--- src/hw/pcr_pkg.sv ---
package pcr_pkg;
    // Register indices as printed; byte address is four times the index
    localparam logic [7:0] IDX_SLOW_OSC = 8'h0B;
    localparam logic [7:0] IDX_PWM_T1 = 8'h0C;
    localparam logic [7:0] IDX_SLOW_TMR = 8'h0D;
    localparam logic [7:0] IDX_TOUCH = 8'h0E;
    localparam logic [7:0] IDX_TEST = 8'h0F;
    localparam logic [7:0] IDX_CLK = 8'h10;
    localparam logic [7:0] IDX_DISP = 8'h11;
    localparam logic [7:0] IDX_PORT_D = 8'h12;
    localparam logic [7:0] IDX_PORT_E = 8'h13;
    localparam logic [7:0] IDX_STATUS = 8'h14;

    // Reset values of each register
    localparam logic [7:0] RST_SLOW_OSC = 8'h63;
    localparam logic [7:0] RST_PWM_T1 = 8'h00;
    localparam logic [7:0] RST_SLOW_TMR = 8'h00;
    localparam logic [7:0] RST_TOUCH = 8'h0F;
    localparam logic [7:0] RST_TEST = 8'h00;
    localparam logic [7:0] RST_CLK = 8'h40;
    localparam logic [7:0] RST_DISP = 8'hFE;
    localparam logic [7:0] RST_PORT_D = 8'h00;
    localparam logic [7:0] RST_PORT_E = 8'h00;

    // Implemented bit masks; other bits are kept at zero
    localparam logic [7:0] MSK_SLOW_OSC = 8'h7F;
    localparam logic [7:0] MSK_PWM_T1 = 8'h3F;
    localparam logic [7:0] MSK_SLOW_TMR = 8'h7F;
    localparam logic [7:0] MSK_TOUCH = 8'hFF;
    localparam logic [7:0] MSK_TEST = 8'h03;
    localparam logic [7:0] MSK_CLK = 8'h7F;
    localparam logic [7:0] MSK_DISP = 8'hFF;
    localparam logic [7:0] MSK_PORT_D = 8'h3F;
    localparam logic [7:0] MSK_PORT_E = 8'h0F;

    // Timing
    localparam int CLK_PERIOD_NS = 10;

    typedef struct packed {
        logic [1:0] slow_rc_freq_select;
        logic buzzer_pin_enable;
        logic pwm_a_pin_enable;
        logic pwm_b_pin_enable;
        logic [1:0] watchdog_wake_period;
        logic buzzer_count_enable;
        logic pwm_a_invert;
        logic [1:0] pwm_a_prescale;
        logic timer_b_capture_mode;
        logic timer_b_clock_select;
        logic ext_irq_d_edge;
        logic ext_irq_a_edge;
        logic slow_timer_clock_select;
        logic [1:0] slow_timer_irq_divide;
        logic [1:0] display_clock_divide;
        logic wake_timer_from_touch;
        logic timer_a_from_touch;
        logic [1:0] touch_osc_speed;
        logic [3:0] touch_channel_select;
        logic [1:0] test_bits;
        logic crystal_high_gain;
        logic irq_context_autosave;
        logic cpu_on_slow_clock;
        logic fast_clock_stop;
        logic slow_clock_enable;
        logic [1:0] slow_clock_type;
        logic [1:0] display_current_level;
        logic [2:0] display_duty_select;
        logic display_bias_select;
        logic [1:0] display_brightness;
        logic [5:0] port_d_push_pull;
        logic [3:0] port_e_push_pull;
    } pcr_cfg_t;

    typedef enum logic [1:0] {
        PCR_IDLE = 2'b01,
        PCR_WDATA = 2'b10
    } pcr_state_t;
endpackage : pcr_pkg

--- src/hw/pcr_regs.sv ---
// Contract
// - Slow RC select: 00=128K, 01=32K, 10=8K, 11=2K; resets to 11
// - Buzzer enable routes buzzer wave to buzzer pin, else no buzzer signal
// - PWM A enable drives PWM A pin, else pin stays general I/O
// - PWM B enable drives PWM B pin, else pin stays general I/O
// - Watchdog period codes 00..11 give 0.875, 1.75, 28, 112 ms; reset 11
// - Buzzer timer counts only while count enable is one; reset zero
// - PWM A invert bit drives inverted waveform when one
// - PWM A prescale divides oscillator by 1, 2, 4 or 8
// - Timer B capture bit measures interval between like capture edges
// - Timer B clock: oscillator when one, oscillator/2 when zero
// - Each external irq edge bit: falling at zero, rising at one
// - Slow timer clock: slow clock at zero, core clock/128 at one
// - Slow timer irq every 32768, 16384, 8192 or 128 timer clocks
// - Display clock is slow timer clock divided by 128, 64, 32, 16
// - Wake timer touch bit clocks wake timer from touch oscillator
// - Timer A touch bit selects touch oscillator, else core or ext clock
// - Touch channel 0..14 selects channel, 1111 none (reset); speed 00 fastest
// - Autosave bit saves and restores context on interrupt entry and return
// - Clock bits: CPU on slow, stop fast, slow enable; high gain resets one
// - Slow clock type: crystal, internal RC, external RC, touch clock
// - Display duty 000 static to 111 1/8, reset 111; bias 0=1/2, 1=1/3
// - Port type bits: one push-pull, zero open-drain or input; reset zero
//
// The AHB-Lite interface to the registers is this design's own decision.
module pcr_regs #(
    parameter int SLOW_TIMER_IRQ_BITS = 15
) (
    input wire logic hclk,
    input wire logic hresetn,
    input wire logic hsel,
    input wire logic [31:0] haddr,
    input wire logic [1:0] htrans,
    input wire logic hwrite,
    input wire logic [2:0] hsize,
    input wire logic [31:0] hwdata,
    input wire logic hready,
    output logic [31:0] hrdata,
    output logic hreadyout,
    output logic hresp,
    input wire logic pwm_a_wave,
    input wire logic pwm_b_wave,
    input wire logic buzzer_wave,
    input wire logic slow_timer_tick,
    output logic buzzer_pin_out,
    output logic buzzer_pin_oe,
    output logic pwm_a_pin_out,
    output logic pwm_a_pin_oe,
    output logic pwm_b_pin_out,
    output logic pwm_b_pin_oe,
    output logic slow_timer_irq,
    output logic display_clock_tick,
    output pcr_pkg::pcr_cfg_t cfg
);
    pcr_pkg::pcr_state_t state;
    logic [7:0] wr_idx;
    logic [7:0] wdat;
    logic wr_go;
    logic [14:0] tmr_cnt;
    logic [14:0] irq_mask;
    logic [6:0] disp_mask;
    logic [7:0] wr_count;

    // Word index from a byte address, zero when outside the map
    function automatic logic [7:0] pcr_index(input logic [31:0] a);
        pcr_index = (a[31:10] == 22'h000000 && a[1:0] == 2'h0) ? a[9:2] : 8'h00;
    endfunction : pcr_index

    // Divide mask from a two-bit code: low bits that must all be set
    function automatic logic [14:0] pcr_irq_mask(input logic [1:0] c);
        case (c)
            2'b00: pcr_irq_mask = 15'h7FFF;
            2'b01: pcr_irq_mask = 15'h3FFF;
            2'b10: pcr_irq_mask = 15'h1FFF;
            default: pcr_irq_mask = 15'h007F;
        endcase
    endfunction : pcr_irq_mask

    assign irq_mask = pcr_irq_mask(cfg.slow_timer_irq_divide);
    assign disp_mask = 7'h7F >> cfg.display_clock_divide;
    assign wr_go = (state == pcr_pkg::PCR_WDATA);

    // Bus front end: zero wait states, OKAY always, address latched in the address phase
    always_ff @(posedge hclk or negedge hresetn) begin
        if (!hresetn) begin
            state <= pcr_pkg::PCR_IDLE;
            wr_idx <= 8'h00;
        end else if (hready && hsel && htrans[1] && hwrite && hsize == 3'h2) begin
            state <= pcr_pkg::PCR_WDATA;
            wr_idx <= pcr_index(haddr);
        end else if (hready) begin
            state <= pcr_pkg::PCR_IDLE;
        end
    end

    assign wdat = hwdata[7:0];

    // Fixed response; registers are write-only so reads show only the status word
    always_ff @(posedge hclk or negedge hresetn) begin
        if (!hresetn) begin
            hreadyout <= 1'b1;
            hresp <= 1'b0;
        end else begin
            hreadyout <= 1'b1;
            hresp <= 1'b0;
        end
    end

    // Read data: status word counts accepted writes, everything else reads zero
    always_ff @(posedge hclk or negedge hresetn) begin
        if (!hresetn) begin
            hrdata <= 32'h00000000;
        end else if (hready && hsel && htrans[1] && !hwrite) begin
            hrdata <= (pcr_index(haddr) == pcr_pkg::IDX_STATUS) ?
                {24'h000000, wr_count} : 32'h00000000;
        end
    end

    // Count of register writes, lets software confirm a write landed
    always_ff @(posedge hclk or negedge hresetn) begin
        if (!hresetn) begin
            wr_count <= 8'h00;
        end else if (wr_go && wr_idx >= pcr_pkg::IDX_SLOW_OSC &&
                     wr_idx <= pcr_pkg::IDX_PORT_E) begin
            wr_count <= wr_count + 8'h01;
        end
    end

    // Whole register loads at once so fields never mix old and new values
    always_ff @(posedge hclk or negedge hresetn) begin
        if (!hresetn) begin
            {cfg.slow_rc_freq_select, cfg.buzzer_pin_enable, cfg.pwm_a_pin_enable,
             cfg.pwm_b_pin_enable, cfg.watchdog_wake_period} <= pcr_pkg::RST_SLOW_OSC[6:0];
            {cfg.buzzer_count_enable, cfg.pwm_a_invert, cfg.pwm_a_prescale,
             cfg.timer_b_capture_mode, cfg.timer_b_clock_select} <= pcr_pkg::RST_PWM_T1[5:0];
            {cfg.ext_irq_d_edge, cfg.ext_irq_a_edge, cfg.slow_timer_clock_select,
             cfg.slow_timer_irq_divide, cfg.display_clock_divide} <= pcr_pkg::RST_SLOW_TMR[6:0];
            {cfg.wake_timer_from_touch, cfg.timer_a_from_touch, cfg.touch_osc_speed,
             cfg.touch_channel_select} <= pcr_pkg::RST_TOUCH;
            cfg.test_bits <= pcr_pkg::RST_TEST[1:0];
            {cfg.crystal_high_gain, cfg.irq_context_autosave, cfg.cpu_on_slow_clock,
             cfg.fast_clock_stop, cfg.slow_clock_enable,
             cfg.slow_clock_type} <= pcr_pkg::RST_CLK[6:0];
            {cfg.display_current_level, cfg.display_duty_select, cfg.display_bias_select,
             cfg.display_brightness} <= pcr_pkg::RST_DISP;
            cfg.port_d_push_pull <= pcr_pkg::RST_PORT_D[5:0];
            cfg.port_e_push_pull <= pcr_pkg::RST_PORT_E[3:0];
        end else if (wr_go) begin
            case (wr_idx)
                pcr_pkg::IDX_SLOW_OSC: begin
                    {cfg.slow_rc_freq_select, cfg.buzzer_pin_enable, cfg.pwm_a_pin_enable,
                     cfg.pwm_b_pin_enable,
                     cfg.watchdog_wake_period} <= wdat[6:0] & pcr_pkg::MSK_SLOW_OSC[6:0];
                end
                pcr_pkg::IDX_PWM_T1: begin
                    {cfg.buzzer_count_enable, cfg.pwm_a_invert, cfg.pwm_a_prescale,
                     cfg.timer_b_capture_mode,
                     cfg.timer_b_clock_select} <= wdat[5:0] & pcr_pkg::MSK_PWM_T1[5:0];
                end
                pcr_pkg::IDX_SLOW_TMR: begin
                    {cfg.ext_irq_d_edge, cfg.ext_irq_a_edge, cfg.slow_timer_clock_select,
                     cfg.slow_timer_irq_divide,
                     cfg.display_clock_divide} <= wdat[6:0] & pcr_pkg::MSK_SLOW_TMR[6:0];
                end
                pcr_pkg::IDX_TOUCH: begin
                    {cfg.wake_timer_from_touch, cfg.timer_a_from_touch, cfg.touch_osc_speed,
                     cfg.touch_channel_select} <= wdat & pcr_pkg::MSK_TOUCH;
                end
                pcr_pkg::IDX_TEST: begin
                    cfg.test_bits <= wdat[1:0] & pcr_pkg::MSK_TEST[1:0];
                end
                pcr_pkg::IDX_CLK: begin
                    {cfg.crystal_high_gain, cfg.irq_context_autosave, cfg.cpu_on_slow_clock,
                     cfg.fast_clock_stop, cfg.slow_clock_enable,
                     cfg.slow_clock_type} <= wdat[6:0] & pcr_pkg::MSK_CLK[6:0];
                end
                pcr_pkg::IDX_DISP: begin
                    {cfg.display_current_level, cfg.display_duty_select,
                     cfg.display_bias_select,
                     cfg.display_brightness} <= wdat & pcr_pkg::MSK_DISP;
                end
                pcr_pkg::IDX_PORT_D: begin
                    cfg.port_d_push_pull <= wdat[5:0] & pcr_pkg::MSK_PORT_D[5:0];
                end
                pcr_pkg::IDX_PORT_E: begin
                    cfg.port_e_push_pull <= wdat[3:0] & pcr_pkg::MSK_PORT_E[3:0];
                end
                default: begin
                end
            endcase
        end
    end

    // Pin routing is registered so outputs come from flops; one cycle of pin latency
    always_ff @(posedge hclk or negedge hresetn) begin
        if (!hresetn) begin
            buzzer_pin_out <= 1'b0;
            buzzer_pin_oe <= 1'b0;
            pwm_a_pin_out <= 1'b0;
            pwm_a_pin_oe <= 1'b0;
            pwm_b_pin_out <= 1'b0;
            pwm_b_pin_oe <= 1'b0;
        end else begin
            buzzer_pin_out <= cfg.buzzer_pin_enable & buzzer_wave;
            buzzer_pin_oe <= cfg.buzzer_pin_enable;
            pwm_a_pin_out <= cfg.pwm_a_pin_enable & (pwm_a_wave ^ cfg.pwm_a_invert);
            pwm_a_pin_oe <= cfg.pwm_a_pin_enable;
            pwm_b_pin_out <= cfg.pwm_b_pin_enable & pwm_b_wave;
            pwm_b_pin_oe <= cfg.pwm_b_pin_enable;
        end
    end

    // Slow timer divider; a tick is one slow timer clock from the clock mux outside
    always_ff @(posedge hclk or negedge hresetn) begin
        if (!hresetn) begin
            tmr_cnt <= 15'h0000;
        end else if (slow_timer_tick) begin
            tmr_cnt <= tmr_cnt + 15'h0001;
        end
    end

    // Interrupt and display pulses one cycle after the tick that completes each division
    always_ff @(posedge hclk or negedge hresetn) begin
        if (!hresetn) begin
            slow_timer_irq <= 1'b0;
            display_clock_tick <= 1'b0;
        end else begin
            slow_timer_irq <= slow_timer_tick && ((tmr_cnt & irq_mask) == irq_mask);
            display_clock_tick <= slow_timer_tick &&
                ((tmr_cnt[6:0] & disp_mask) == disp_mask);
        end
    end
endmodule : pcr_regs
--- config.mk ---
export PLATFORM = sky130hd
export DESIGN_NAME = pcr_regs
export DESIGN_NICKNAME = d
export VERILOG_FILES = /design/src/hw/pcr_pkg.sv /design/src/hw/pcr_regs.sv
export SDC_FILE = /design/constraint.sdc
export NUM_CORES = 1
export LEC_CHECK = 0
export BUFFER_PORTS_ARGS = -buffer_cell sky130_fd_sc_hd__buf_2
export CAP_MARGIN = 5
export CORE_MARGIN = 2
export CORE_UTILIZATION = 49
export CTS_BUF_LIST = sky130_fd_sc_hd__clkbuf_16
export CTS_CLUSTER_DIAMETER = 80
export DETAILED_ROUTE_END_ITERATION = 7
export PLACE_DENSITY_LB_ADDON = 0.08
export SKIP_CTS_REPAIR_TIMING = 1
export SLEW_MARGIN = 10
export SYNTH_ARGS = -nofsm -noshare
export SYNTH_HDL_FRONTEND = slang
export SYNTH_SLANG_ARGS = --single-unit
--- constraint.sdc ---
create_clock -name hclk -period 2.6 [get_ports hclk]
set_input_delay 0.26 -clock hclk [delete_from_list [all_inputs] [get_ports hclk]]
set_output_delay 0.26 -clock hclk [all_outputs]
set_load 0.02 [all_outputs]
==> out/metrics.csv <==
stage,metric,value,unit
logic_synthesis,syn avg cell area,12.82,µm²
logic_synthesis,"flops & latches, synth",104,
die,core area,9109,µm²
timing,clk_skew,0.007101,ns
die,Die Area,10050,µm²
cells_and_area,Area Growth Syn to Fin,21.17,%
global_route,initial antenna violation count,0,
placement,placed cell count,582,
timing,TNS Setup,0,ns
cts,clk sinks,104,
cts,H-Tree Level Count,3,
setup_path,Startpoint Class,register,
logic_synthesis,leading area contributor after synthesis,dfrtp_1,
die,Die Height,100.2,µm
placement,Buffers on Ports,123,
cells_and_area,Multi-input gate area,1747,µm²
timing,unrepaired setup endpoints after global routing,false,
logic_synthesis,sequential share of the synthesized area,0.5782,
outcome,status,"complete, no violations",
logic_synthesis,Synth Area in Simple Gates,0.1299,
flow_run,number of max-cap violations,0,
cells_and_area,Final #Nets,563,
power,Worst VDD drop,0.0003520,V
logic_synthesis,"EDFF count, synth",0,
global_route,M2 GR Usage,0.2685,
timing,Tightest Pin Transition,0.6193,ns
cts,Clock Path Buffers,2,
timing,final setup fails,0,
routing,Total Wirelength,8789,µm
routing,first-pass iteration count of the detailed router,4,
setup_path,CP Class,reg -> reg,
logic_synthesis,Cell variety after synth,46,
logic_synthesis,Synth Flop Type,dfrtp_1,
routing,Via density,5.023,
setup_path,"Data arrival, critical path",2.30,ns
cells_and_area,fin cells,599,
die,IO Pins,175,
cts,insertion delay to the later sink of the worst-skew pair,0.33,ns
routing,Initial DRC Count,91,
timing,Final min period,2.088,ns
routing,# DRC,0,
die,Die W,100.2,µm
cells_and_area,layout cells sized above 1,0.4570,
logic_synthesis,xor-xnor portion of the synthesized cell area,0.04246,
power,total power,3.464,mW
cells_and_area,"commonest non-fill, non-tap cells in the layout","122 x buf_2, 87 x dfrtp_1, 49 x mux2_2, 40 x nand2_1, 26 x conb_1",
setup_path,critical path required time,2.81,ns
routing,DR WL/cell,14.67,µm
cells_and_area,Seq. cell area,2624,µm²
logic_synthesis,synth top area cells,"dfrtp_1 48%, mux2_2 12%, dfstp_2 9.8%",
global_route,met1 Usage GRT,0.2763,
hold_path,Tightest Hold Check Type,in -> reg,
global_route,vias in the first global route,2914,
placement,RD Place Congestion,0.7723,
timing,Max Fclk,479.0,MHz
setup_path,Setup crit end kind,register,
cts,CTS tree,built,
cts,"Reg clk slew, reported paths",0.07,ns
setup_path,critical path peak fanout,8,
power,P per Cell Area,629.9,nW/µm²
logic_synthesis,asr flop ratio synth,1.000,
routing,routed vias,3009,
global_route,grt ovf,0,
cells_and_area,filler instances,791,
logic_synthesis,mux cell area share after synthesis,0.1481,
global_route,met3 track demand over resource,0.03900,
timing,fin crit share,0.8029,
timing,relative slew slack,0.5840,
timing,Final Hold Viols,0,
logic_synthesis,yosys synthesis warning count,0,
cells_and_area,# diodes,0,
power,Leakage,2.759,nW
die,initial core utilization,0.4982,
logic_synthesis,largest family of logic cells by synthesized area,multiplexers,
global_route,GRT Overall Usage,0.1835,
cts,CTS Buf Count,9,
global_route,global routing's busiest layer,met1,
logic_synthesis,adder-cell share of the synthesized area,0.005514,
logic_synthesis,post-synth top area share,0.4797,
routing,Antenna Violating Nets Remaining,0,
logic_synthesis,Mapped Area,4538,µm²
global_route,first-pass GRT wire length,14560,µm
global_route,largest net degree at the start of global routing,64,
logic_synthesis,Syn Inst Count,354,
cells_and_area,"most common cell after layout, fill and taps aside",buf_2,
die,Site Rows,35,
logic_synthesis,post-synthesis compound-gate area fraction,0.03750,
timing,"Slew Viols, Final",0,
cts,Root Buffer,clkbuf_16,
placement,hpwl dp,6502,µm
## cell type report
| class | instances | area share |
|---|---|---|
| Clock buffer | 9 | 0.04096 |
| Clock inverter | 7 | 0.01433 |
| Inverter | 4 | 0.002730 |
| Multi-Input combinational cell | 236 | 0.3176 |
| Sequential cell | 104 | 0.4771 |
| Tap cell | 111 | 0.02526 |
| Timing Repair Buffer | 128 | 0.1220 |
## critical path: stages, from the launching register on
cell	delay (ns)
dfrtp_1	0.39
nor4_2	0.32
nand2_1	0.26
or4_4	0.66
mux2_4	0.33
## registers in the layout (all words and copies together), names as in the netlist, 2 cells and up
| name | flops |
|---|---|
| state | 2 |
| cfg | 55 |
| tmr_cnt | 15 |
| wr_count | 8 |
| wr_idx | 8 |
| hrdata | 8 |
## stage by stage
step	util	worst slack, ns	hold slack (ns)	instance area (µm²)
2_1_floorplan	-	0.6941	-0.03559	4628
3_3_place_gp	0.5692	0.5566	0.2741	5185
3_5_place_dp	0.5692	0.5212	0.2818	5185
4_1_cts	0.6026	0.5093	-0.08916	5489
5_1_grt	0.6037	0.3884	0.1414	5499
6_report	0.6037	0.5124	0.1342	5499
## cell usage after synthesis (2+ instances only)
master    number
xnor2_1       12
dfrtp_1       87
buf_4         26
nor2b_1        2
o21ai_0        9
dfstp_2       17
conb_1         2
and4_1         4
a21oi_1        2
and2_1         4
nor2_1         6
nand2_1       40
nand4_1        9
o21a_1         2
clkbuf_1       3
xor2_1        10
nor3_2         2
buf_2          2
mux2_2        49
and3_1         3
nor4_1         7
or3_1          3
ha_1           2
nor4_4         2
buf_6          2
nor3_1         5
mux2_4         8
o31ai_1        8
inv_1          4
nand3_1        6
## cell families (layout without fill, tap and decap cells)
family | count (synthesis) | count (layout)
compound gates | 26 | 26
xor+xnor | 22 | 22
fa+ha+maj | 2 | 2
buf+inv | 38 | 148
flops | 104 | 104
mux | 57 | 57
other cells | 2 | 26
simple gates | 103 | 103
## path summary, 6_finish.rpt
| kind | from | endpoint | slack [ns] | cells past startpoint |
|---|---|---|---|---|
| max | wr_idx[7] | cfg[32] | 0.51 | 4 |
| min | buzzer_wave | buzzer_pin_out | 0.13 | 2 |
| max reg2reg | wr_idx[7] | cfg[32] | 0.51 | 4 |
| min reg2reg | cfg[51] | pwm_a_pin_oe | 0.41 | 0 |
| max in group asynchronous | hresetn | cfg[15] | 1.37 | 3 |
| min in group asynchronous | hresetn | pwm_a_pin_out | 0.45 | 2 |
## per-layer routing
metal  routed length, µm  share of wire  vias up
met3                 441          0.050        6
met1                4327           0.49     1457
met5                   0              0        -
li1                    -              -     1443
met2                3951           0.45      103
met4                  69         0.0079        0
## report_power, final
group          total, mW  internal [mW]  leakage [nW]  switching (mW)
logic              0.318          0.129          1.29           0.189
registers           1.78           1.71          1.32          0.0745
clock network       1.37          0.759         0.146           0.607
(Power assumes the default switching activity.)
